===== config.mk =====
export PLATFORM = sky130hd
export DESIGN_NAME = eeprom_guard_dev_flat
export DESIGN_NICKNAME = d
export VERILOG_FILES = /design/src/hdl/spi_guard_pkg.sv /design/src/hdl/spi_guard_if.sv /design/src/hdl/eeprom_guard_dev.sv /design/src/flat_wrapper.sv
export SDC_FILE = /design/constraint.sdc
export NUM_CORES = 1
export LEC_CHECK = 0
export BUFFER_PORTS_ARGS = -buffer_cell sky130_fd_sc_hd__clkbuf_2
export CORE_AREA = 2 2 128 68
export DETAILED_ROUTE_END_ITERATION = 10
export DIE_AREA = 0 0 130 70
export PLACE_DENSITY = 0.79
export SLEW_MARGIN = 20
export SYNTH_ARGS = -nofsm -noshare
export SYNTH_HDL_FRONTEND = slang
export SYNTH_SLANG_ARGS = --single-unit

===== constraint.sdc =====
create_clock -name mclk -period 4.9 [get_ports mclk]
set_clock_uncertainty 0.15 [all_clocks]
set_input_delay 0.735 -clock mclk [delete_from_list [all_inputs] [get_ports mclk]]
set_output_delay 0.735 -clock mclk [all_outputs]
set_load 0.005 [all_outputs]

===== src/hdl/spi_guard_pkg.sv =====
// Constants shared by both ends of the serial memory link.
// Notes on behaviour
// - Pause low suspends transfer; resumes where left.
// - Host keeps clock low around pause edges.
// - Device starts idle in standby after power.
// - First select falling edge needed before commands.
// - Data output floats at power-up.
// - Write-enable latch cleared at power-up.
// - Only set-write-enable command sets the latch.
// - Write starts only on correctly timed release.
// - Self-timed write ends within 10 ms.
// - Host waits 1 ms read, 5 ms write.
// - Select must rise right after enable command.
// - Write completes only on byte-boundary release.
// - Status shows write in progress while writing.
package spi_guard_pkg;
   localparam int CLK_HZ = 25000000;
   localparam int NV_WRITE_DURATION_MS = 10;
   localparam int NV_WRITE_DURATION_FAST_MS = 5;
   localparam int POWERUP_TO_READ_DELAY_MS = 1;
   localparam int POWERUP_TO_WRITE_DELAY_MS = 5;
   localparam int NV_WRITE_CYCLES = (CLK_HZ / 1000) * NV_WRITE_DURATION_FAST_MS;
   localparam int PU_READ_CYCLES = (CLK_HZ / 1000) * POWERUP_TO_READ_DELAY_MS;
   localparam int PU_WRITE_CYCLES = (CLK_HZ / 1000) * POWERUP_TO_WRITE_DELAY_MS;
   localparam int SCK_HALF_CYCLES = 13;
   localparam logic [7:0] OP_WRSR = 8'h01;
   localparam logic [7:0] OP_WRITE = 8'h02;
   localparam logic [7:0] OP_READ = 8'h03;
   localparam logic [7:0] OP_WRDI = 8'h04;
   localparam logic [7:0] OP_RDSR = 8'h05;
   localparam logic [7:0] OP_SET_WE = 8'h06;
   localparam int INPROG_BIT = 0;
   localparam int LATCH_BIT = 1;
endpackage


===== src/hdl/spi_guard_if.sv =====
// Interface joining the host and the memory device.
`timescale 1ns/1ps
interface spi_guard_if;
   logic cs_n;
   logic sck;
   logic sdi;
   logic pause_n;
   logic sdo;
   logic sdo_oe;
   modport host (output cs_n, output sck, output sdi, output pause_n, input sdo, input sdo_oe);
   modport dev (input cs_n, input sck, input sdi, input pause_n, output sdo, output sdo_oe);
endinterface


===== src/hdl/eeprom_guard_dev.sv =====
// Memory device end: pause, power-up state and write guards.
`timescale 1ns/1ps
module eeprom_guard_dev #(
   parameter int WRITE_CYCLES = spi_guard_pkg::NV_WRITE_CYCLES
) (
   // Clock and reset.
   input wire logic mclk,
   input wire logic srst,
   // Link.
   spi_guard_if.dev link,
   // Status to the user.
   output logic write_in_progress_flag,
   output logic write_enable_latch,
   output logic armed,
   output logic nv_write_start
);
   if (WRITE_CYCLES < 1) begin : g_bad_cycles
      $error("WRITE_CYCLES must be at least one");
   end
   typedef enum {ST_IDLE, ST_OP, ST_ADDR, ST_DATA, ST_STAT, ST_OUT} dst_e;
   function automatic dst_e op_next(input logic [7:0] op);
      if (op == spi_guard_pkg::OP_WRITE || op == spi_guard_pkg::OP_READ) begin
         return ST_ADDR;
      end else if (op == spi_guard_pkg::OP_WRSR) begin
         return ST_DATA;
      end else if (op == spi_guard_pkg::OP_RDSR) begin
         return ST_STAT;
      end else begin
         return ST_OUT;
      end
   endfunction
   function automatic logic bit_wrap(input dst_e st, input logic [4:0] cnt);
      if (st == ST_ADDR) begin
         return cnt == 5'h0F;
      end else if (st == ST_OUT) begin
         return 1'b0;
      end else begin
         return cnt == 5'h07;
      end
   endfunction
   function automatic logic [7:0] status_word(input logic latch, input logic busy);
      logic [7:0] w;
      w = 8'h00;
      w[spi_guard_pkg::INPROG_BIT] = busy;
      w[spi_guard_pkg::LATCH_BIT] = latch;
      return w;
   endfunction
   dst_e st_r;
   logic sck_q_r;
   logic cs_q_r;
   logic [7:0] sh_r;
   logic [4:0] cnt_r;
   logic [7:0] op_r;
   logic byte_done_r;
   logic [31:0] wcnt_r;
   logic [7:0] out_r;
   logic sdo_r;
   logic sdo_oe_r;
   logic active;
   logic rise;
   logic fall;
   logic cs_fall;
   logic cs_rise;
   logic out_live_r;
   logic [7:0] rx_word;
   logic take_bit;
   dst_e st_nxt;
   assign active = link.pause_n & ~link.cs_n;
   assign rise = active & link.sck & ~sck_q_r;
   assign fall = active & ~link.sck & sck_q_r;
   assign cs_fall = cs_q_r & ~link.cs_n;
   assign cs_rise = ~cs_q_r & link.cs_n;
   assign rx_word = {sh_r[6:0], link.sdi};
   assign take_bit = rise && st_r != ST_IDLE && !cs_fall;
   assign link.sdo = sdo_r;
   assign link.sdo_oe = sdo_oe_r;
   always_ff @(posedge mclk) begin
      if (srst) begin
         sck_q_r <= 1'b0;
         cs_q_r <= 1'b1;
      end else begin
         if (link.pause_n) begin
            sck_q_r <= link.sck;
         end
         cs_q_r <= link.cs_n;
      end
   end
   always_ff @(posedge mclk) begin
      if (srst) begin
         armed <= 1'b0;
      end else if (cs_fall) begin
         armed <= 1'b1;
      end
   end
   always_comb begin
      st_nxt = st_r;
      case (st_r)
         ST_OP: begin
            if (cnt_r == 5'h07) begin
               st_nxt = op_next(rx_word);
            end
         end
         ST_ADDR: begin
            if (cnt_r == 5'h0F) begin
               st_nxt = ST_DATA;
            end
         end
         default: st_nxt = st_r;
      endcase
   end
   always_ff @(posedge mclk) begin
      if (srst) begin
         st_r <= ST_IDLE;
      end else if (link.cs_n) begin
         st_r <= ST_IDLE;
      end else if (cs_fall) begin
         st_r <= armed ? ST_OP : ST_IDLE;
      end else if (take_bit) begin
         st_r <= st_nxt;
      end
   end
   always_ff @(posedge mclk) begin
      if (srst) begin
         cnt_r <= 5'h00;
      end else if (link.cs_n || cs_fall) begin
         cnt_r <= 5'h00;
      end else if (take_bit) begin
         if (bit_wrap(st_r, cnt_r)) begin
            cnt_r <= 5'h00;
         end else begin
            cnt_r <= cnt_r + 5'h01;
         end
      end
   end
   // A byte counts as data only once the header is over, so a release right after the address starts nothing.
   always_ff @(posedge mclk) begin
      if (srst) begin
         byte_done_r <= 1'b0;
      end else if (link.cs_n || cs_fall) begin
         byte_done_r <= 1'b0;
      end else if (take_bit) begin
         byte_done_r <= (cnt_r[2:0] == 3'h7) && (st_r == ST_DATA || st_nxt != ST_DATA);
      end
   end
   always_ff @(posedge mclk) begin
      if (srst) begin
         sh_r <= 8'h00;
      end else if (take_bit) begin
         sh_r <= rx_word;
      end
   end
   always_ff @(posedge mclk) begin
      if (srst) begin
         op_r <= 8'h00;
      end else if (take_bit && st_r == ST_OP && cnt_r == 5'h07) begin
         op_r <= rx_word;
      end else if (take_bit && st_r == ST_OUT) begin
         op_r <= 8'h00;
      end
   end
   always_ff @(posedge mclk) begin
      if (srst) begin
         write_enable_latch <= 1'b0;
      end else if (cs_rise && st_r == ST_OUT && byte_done_r && cnt_r == 5'h00
                   && op_r == spi_guard_pkg::OP_SET_WE && !write_in_progress_flag) begin
         write_enable_latch <= 1'b1;
      end else if (cs_rise && st_r == ST_OUT && op_r == spi_guard_pkg::OP_WRDI && !write_in_progress_flag) begin
         write_enable_latch <= 1'b0;
      end else if (nv_write_start) begin
         write_enable_latch <= 1'b0;
      end
   end
   always_ff @(posedge mclk) begin
      if (srst) begin
         nv_write_start <= 1'b0;
      end else begin
         nv_write_start <= cs_rise && st_r == ST_DATA && byte_done_r && cnt_r == 5'h00
                           && (op_r == spi_guard_pkg::OP_WRITE || op_r == spi_guard_pkg::OP_WRSR)
                           && write_enable_latch && !write_in_progress_flag;
      end
   end
   always_ff @(posedge mclk) begin
      if (srst) begin
         write_in_progress_flag <= 1'b0;
         wcnt_r <= 32'h0000_0000;
      end else if (nv_write_start) begin
         write_in_progress_flag <= 1'b1;
         wcnt_r <= 32'(WRITE_CYCLES - 1);
      end else if (wcnt_r != 32'h0000_0000) begin
         wcnt_r <= wcnt_r - 32'h0000_0001;
      end else begin
         write_in_progress_flag <= 1'b0;
      end
   end
   // The output keeps its bit through a pause and drives it again on release.
   always_ff @(posedge mclk) begin
      if (srst) begin
         out_r <= 8'h00;
         sdo_r <= 1'b0;
         sdo_oe_r <= 1'b0;
         out_live_r <= 1'b0;
      end else if (link.cs_n || st_r != ST_STAT) begin
         sdo_oe_r <= 1'b0;
         out_live_r <= 1'b0;
      end else if (!link.pause_n) begin
         sdo_oe_r <= 1'b0;
      end else if (fall) begin
         if (cnt_r == 5'h00) begin
            out_r <= status_word(write_enable_latch, write_in_progress_flag) << 1;
            sdo_r <= 1'b0;
         end else begin
            sdo_r <= out_r[7];
            out_r <= {out_r[6:0], 1'b0};
         end
         sdo_oe_r <= 1'b1;
         out_live_r <= 1'b1;
      end else begin
         sdo_oe_r <= out_live_r;
      end
   end
endmodule


===== src/flat_wrapper.sv =====
// flat-port wrapper written by rule: the top's interface ports become plain ports
module eeprom_guard_dev_flat 
#(
   parameter int WRITE_CYCLES = spi_guard_pkg::NV_WRITE_CYCLES
)
  (mclk, srst, write_in_progress_flag, write_enable_latch, armed, nv_write_start, link_cs_n, link_sck, link_sdi, link_pause_n, link_sdo, link_sdo_oe);
  spi_guard_if link_i ();
  input wire logic mclk;
  input wire logic srst;
  output logic write_in_progress_flag;
  output logic write_enable_latch;
  output logic armed;
  output logic nv_write_start;
  input wire logic [$bits(link_i.cs_n)-1:0] link_cs_n;
  input wire logic [$bits(link_i.sck)-1:0] link_sck;
  input wire logic [$bits(link_i.sdi)-1:0] link_sdi;
  input wire logic [$bits(link_i.pause_n)-1:0] link_pause_n;
  output wire logic [$bits(link_i.sdo)-1:0] link_sdo;
  output wire logic [$bits(link_i.sdo_oe)-1:0] link_sdo_oe;
  assign link_i.cs_n = link_cs_n;
  assign link_i.sck = link_sck;
  assign link_i.sdi = link_sdi;
  assign link_i.pause_n = link_pause_n;
  assign link_sdo = link_i.sdo;
  assign link_sdo_oe = link_i.sdo_oe;
  eeprom_guard_dev #(.WRITE_CYCLES(WRITE_CYCLES)) u_core (.mclk(mclk), .srst(srst), .link(link_i), .write_in_progress_flag(write_in_progress_flag), .write_enable_latch(write_enable_latch), .armed(armed), .nv_write_start(nv_write_start));
endmodule

## After elaboration in Yosys (flattened, before gate mapping)

Cells that the tools add are included.

- Add/subtract/negate cells: 2
- Eq/ne operators: 20
- Mux-type cells: 27
- Bitwise logic cells: 13
- Reductions and logical operators: 39

Operators by type and width:

| cell | number |
|---|---|
| 32-bit two-way mux | 6 |
| 32-bit by 2-bit == test with 1-bit output, second input constant | 2 |
| 32-bit by 3-bit == test with 1-bit output, second input constant | 2 |
| 32-bit one-hot mux with 2 select lines | 1 |
| 32-bit nonzero test | 2 |
| 17-bit two-way mux | 2 |
| 32-bit by 1-bit == test with 1-bit output, second input constant | 1 |
| 32-bit by 4-bit == test with 1-bit output, second input constant | 1 |
| 32-bit by 3-bit != test with 1-bit output, second input constant | 1 |
| 32-bit by 4-bit != test with 1-bit output, second input constant | 1 |
| 32-bit by 1-bit subtractor with 32-bit output, second input constant | 1 |
| 8-bit by 2-bit == test with 1-bit output, second input constant | 3 |
| 8-bit by 3-bit == test with 1-bit output, second input constant | 3 |
| 8-bit two-way mux | 3 |
| 1-bit logical AND | 19 |
| 8-bit by 1-bit == test with 1-bit output, second input constant | 2 |
| 1-bit two-way mux | 14 |
| 2-bit OR reduction | 4 |
| 1-bit bitwise AND | 7 |
| 1-bit inverter | 6 |
| 2-bit nonzero test | 3 |
| 5-bit by 1-bit adder with 5-bit output, second input constant | 1 |
| 5-bit by 3-bit == test with 1-bit output, second input constant | 1 |
| 5-bit by 4-bit == test with 1-bit output, second input constant | 1 |
| other kinds (9) | 14 |

- Register bits after elaboration: 102
- Input bits: 6
- Logic and storage cells: 118

## Logic depth before layout (Yosys ltp)

- Depth in word-level cells: 10
- Gate-level depth with buffers: 10
- Gate-level depth less buffers: 8

## Worst setup path after synthesis

Ideal clock, no wire load.

- Path type: reg-to-reg
- Start: reg u_core.wcnt_r[0]
- End: reg u_core.wcnt_r[23]
- Arrival time: 1.932 ns
- Data required time: 4.622 ns
- Path slack: 2.691 ns
- Cell stages (with the launch flop): 10
- Cells stage by stage: dfxtp_1 > inv_1 > ha_1 > nor3b_1 > and4b_1 > buf_2 > a211o_1 > or4_1 > xor2_1 > nor2_1

- Longest elaborated chain between the ends: 1

RTL lines:

| item | line | source |
|---|---|---|
| from (decl) | eeprom_guard_dev.sv:55 | `logic [31:0] wcnt_r;` |
| from (signal assigned) | eeprom_guard_dev.sv:188 | `wcnt_r <= 32'(WRITE_CYCLES - 1);` |
| from (signal assigned) | eeprom_guard_dev.sv:190 | `wcnt_r <= wcnt_r - 32'h0000_0001;` |
| 32-bit by 1-bit subtractor with 32-bit output / 32-bit nonzero test (equally long branches) | eeprom_guard_dev.sv:190, eeprom_guard_dev.sv:189 |  |

Parallel ways exist; a longest one is shown, timed or not.
A chain may end at the register's enable or synchronous reset.

## Final worst setup path

- Start: reg u_core.wcnt_r[0]
- End: reg u_core.wcnt_r[6]

- Longest elaborated chain between the ends: 3

RTL lines:

| item | line | source |
|---|---|---|
| 32-bit by 1-bit subtractor with 32-bit output | eeprom_guard_dev.sv:190 |  |
| 17-bit two-way mux | eeprom_guard_dev.sv:189 | `end else if (wcnt_r != 32'h0000_0000) begin` |
| 17-bit two-way mux | eeprom_guard_dev.sv:186 | `end else if (nv_write_start) begin` |

Parallel ways exist; a longest one is shown, timed or not. The select of a mux whose other input is x is not followed.

==> reports/qor.yml <==
cts:
  clkTransAtPathRegs_ns: 0.07
  cts_tree: "built"
  h-tree-depth: 3
  cts_made_buffers: 9
  cts_buffer_depth: 2
  clkLatencyLatePin_ns: 0.34
  hold_buffers: 0
  root_buffer: "clkbuf_16"
  cts_resized: 0
  post_cts_buffers: 0
  cts_sinks: 101
yosys:
  yosysTopAreaCell: "dfxtp_1"
  ys_seq_area_share_pct: 47.64
  synth_seq_cells: 101
  yosys.area.top_type_share_pct: 47.64
  yosysUniqueCellTypes: 59
  synth.area.top_cells: "dfxtp_1, nor2_1, and2_1"
  avgSynthCellArea_um2: 9.127
  synth_flop_cell: "dfxtp_1"
  synth_edf_count: 0
  netlist_area_um2: 4244
  synth_nets: 476
  yosysWarnings: 0
  synth_top_cells_by_count: "dfxtp_1, nor2_1, nand2_1"
  yosysMostFrequentCell: "dfxtp_1"
  synthCells: 465
  async_reset_ff_share_pct: 0
floorplan:
  rows: 24
  ios: 12
  die-height_um: 70
  die_area_um2: 9100
  die_w_um: 130
  core_area_um2: 8198
  start_util_pct: 51.77
layout:
  drive_above_1_share_pct: 8.686
  antenna_cells: 0
  fill_cells: 671
  fin_nets: 479
  stdcell_count: 589
  syn_to_final_growth_pct: 9.404
route:
  detail-route-antenna-nets: 0
  drt_iter0_drc: 277
  dr_total_vias: 3349
  drc_errors: 0
  vias_per_cell: 5.686
  drt_pass1_iterations: 7
  post_drt_wl_per_cell_um: 14.71
  routed_wl_mm: 8.665
placed_design:
  port_buffers: 11
  place_congestion: 0.9058
  dp.cells: 574
  dpl.hpwl_mm: 6.228
timing:
  slew_headroom_pct: 40.43
  period_minus_slack_ns: 2.687
  hold_violations: 0
  setup_viol: 0
  final.period_utilization_pct: 54.84
  max_clock_freq_mhz: 372.1
  rsz0062_at_grt: "false"
  worst_pin_slew_ns: 0.8816
  timing.setup.tns_ns: 0
  slew_viol_final: 0
critical_path:
  cp.arrival_ns: 2.73
  ff2ff_path_depth: 8
  r2r_slack_ns: 2.21
  crit_required_ns: 4.94
  start_kind: "register"
  r2r-start: "u_core.wcnt_r[0]$_SDFFE_PP0P_"
  path_max_fanout: 17
  cp-end-kind: "register"
  r2r-end: "u_core.wcnt_r[6]$_SDFFE_PP0P_"
  path_class: "reg -> reg"
pwr:
  leakage_nw: 1.727
  ir_drop_v: 0.0001921
  power_density_nw_per_um2: 525.2
global_routing:
  antenna_found_initial: 0
  track_usage_pct: 20.57
  grt_pass1_wl_mm: 14.92
  grt_max_degree: 42
  grt_pass1_vias: 3064
  gr-total-overflow: 0
hold_path:
  holdCritPathClass: "reg -> reg"
  hp-start: "u_core.out_r[4]$_SDFFE_PP0P_"
  holdPathEnd: "u_core.out_r[4]$_SDFFE_PP0P_"
  holdPathStages: 2
flow_run:
  drv_cap: 0
run_status:
  status: "completed"
## where the power goes
group | total, mW | internal [mW] | switching (mW)
registers | 1.03 | 0.925 | 0.105
logic | 0.758 | 0.311 | 0.447
clock network | 0.651 | 0.356 | 0.295
## kinds of logic after synthesis
| logic type | share of synthesized area [%] |
|---|---|
| simple gates | 30.51 |
| flops | 47.64 |
| compound gates | 10.02 |
| buf+inv | 3.036 |
| xor+xnor | 4.953 |
| mux | 2.359 |
| fa+ha+maj | 1.474 |
## through the flow
stage | power, mW | setup slack [ns] | area, µm² | utilization, % | hold WS, ns
3_3_place_gp | 1.763 | 1.931 | 4365 | 53.25 | 0.2826
6_report | 2.438 | 2.213 | 4643 | 56.64 | 0.3010
2_1_floorplan | 1.661 | 2.691 | 4244 | - | 0.2702
5_1_grt | 2.588 | 2.099 | 4643 | 56.64 | 0.3272
4_1_cts | 2.446 | 2.200 | 4639 | 56.59 | 0.3030
3_5_place_dp | 1.790 | 1.829 | 4365 | 53.25 | 0.2885
## placed cells by master (no fill, tap or decap), drive strengths merged, types with 4 or more instances in the layout
master / netlist / final
ha: 5 / 5
nand3: 19 / 19
a21oi: 28 / 28
xor2: 18 / 18
inv: 10 / 11
dfxtp: 101 / 101
a31oi: 4 / 4
nand4b: 4 / 4
nor2: 61 / 61
a22oi: 8 / 8
clkinv: 1 / 4
nand2: 39 / 39
or4: 8 / 8
and2: 34 / 34
mux2i: 10 / 10
nor3: 8 / 8
nand4: 9 / 9
clkbuf: 15 / 21
nor4b: 4 / 4
xnor2: 6 / 6
nor4: 19 / 19
or3: 5 / 5
## worst max path at each step
stage,end,slack [ns],cells after the start,from
after floorplan,u_core.wcnt_r[23]$_SDFFE_PP0P_,2.69,9,u_core.wcnt_r[0]$_SDFFE_PP0P_
after global placement,u_core.sh_r[0]$_SDFFE_PP0P_,1.93,6,link_cs_n
after detailed placement,u_core.st_r[0]$_SDFFE_PP0P_,1.83,6,link_cs_n
after CTS,u_core.st_r[0]$_SDFFE_PP0P_,2.20,6,link_cs_n
after global routing,u_core.wcnt_r[6]$_SDFFE_PP0P_,2.10,8,u_core.wcnt_r[1]$_SDFFE_PP0P_
final,u_core.wcnt_r[6]$_SDFFE_PP0P_,2.21,8,u_core.wcnt_r[0]$_SDFFE_PP0P_
## per-layer routing
layer	track usage [%]	vias to the layer above	routed length (µm)
met2	26.99	96	3442
met4	8.363	0	165
met1	31.97	1580	4581
met5	0	-	0
li1	-	1658	-
met3	4.521	15	476
## area by class of cell
type	count	area, µm²	area share, %
clock buffer	10	239.0	5.147
clock inverter	5	35.03	0.7545
inverter	11	41.29	0.8892
multi-input combinational	333	2097	45.16
sequential	101	2022	43.55
tap	117	146.4	3.153
timing repair buffer	12	62.56	1.347
## flip-flops by register name (all words and copies together), names as in the netlist
signal,cells
u_core.st_r,32
u_core.wcnt_r,32
u_core.op_r,8
u_core.out_r,7
u_core.sh_r,7
u_core.cnt_r,5
u_core.armed,1
u_core.byte_done_r,1
u_core.cs_q_r,1
u_core.link.sdo,1
u_core.link.sdo_oe,1
u_core.nv_write_start,1
u_core.out_live_r,1
u_core.sck_q_r,1
u_core.write_enable_latch,1
u_core.write_in_progress_flag,1
## worst max-delay path, stage by stage, from the launching register on
cell,delay (ns)
dfxtp_1,0.33
inv_1,0.07
ha_1,0.18
nor3b_1,0.46
and4b_1,0.46
nand4_4,0.28
and2_1,0.29
a221oi_2,0.25
nor2_1,0.06
Note: power is estimated with default switching activity, not from simulation.
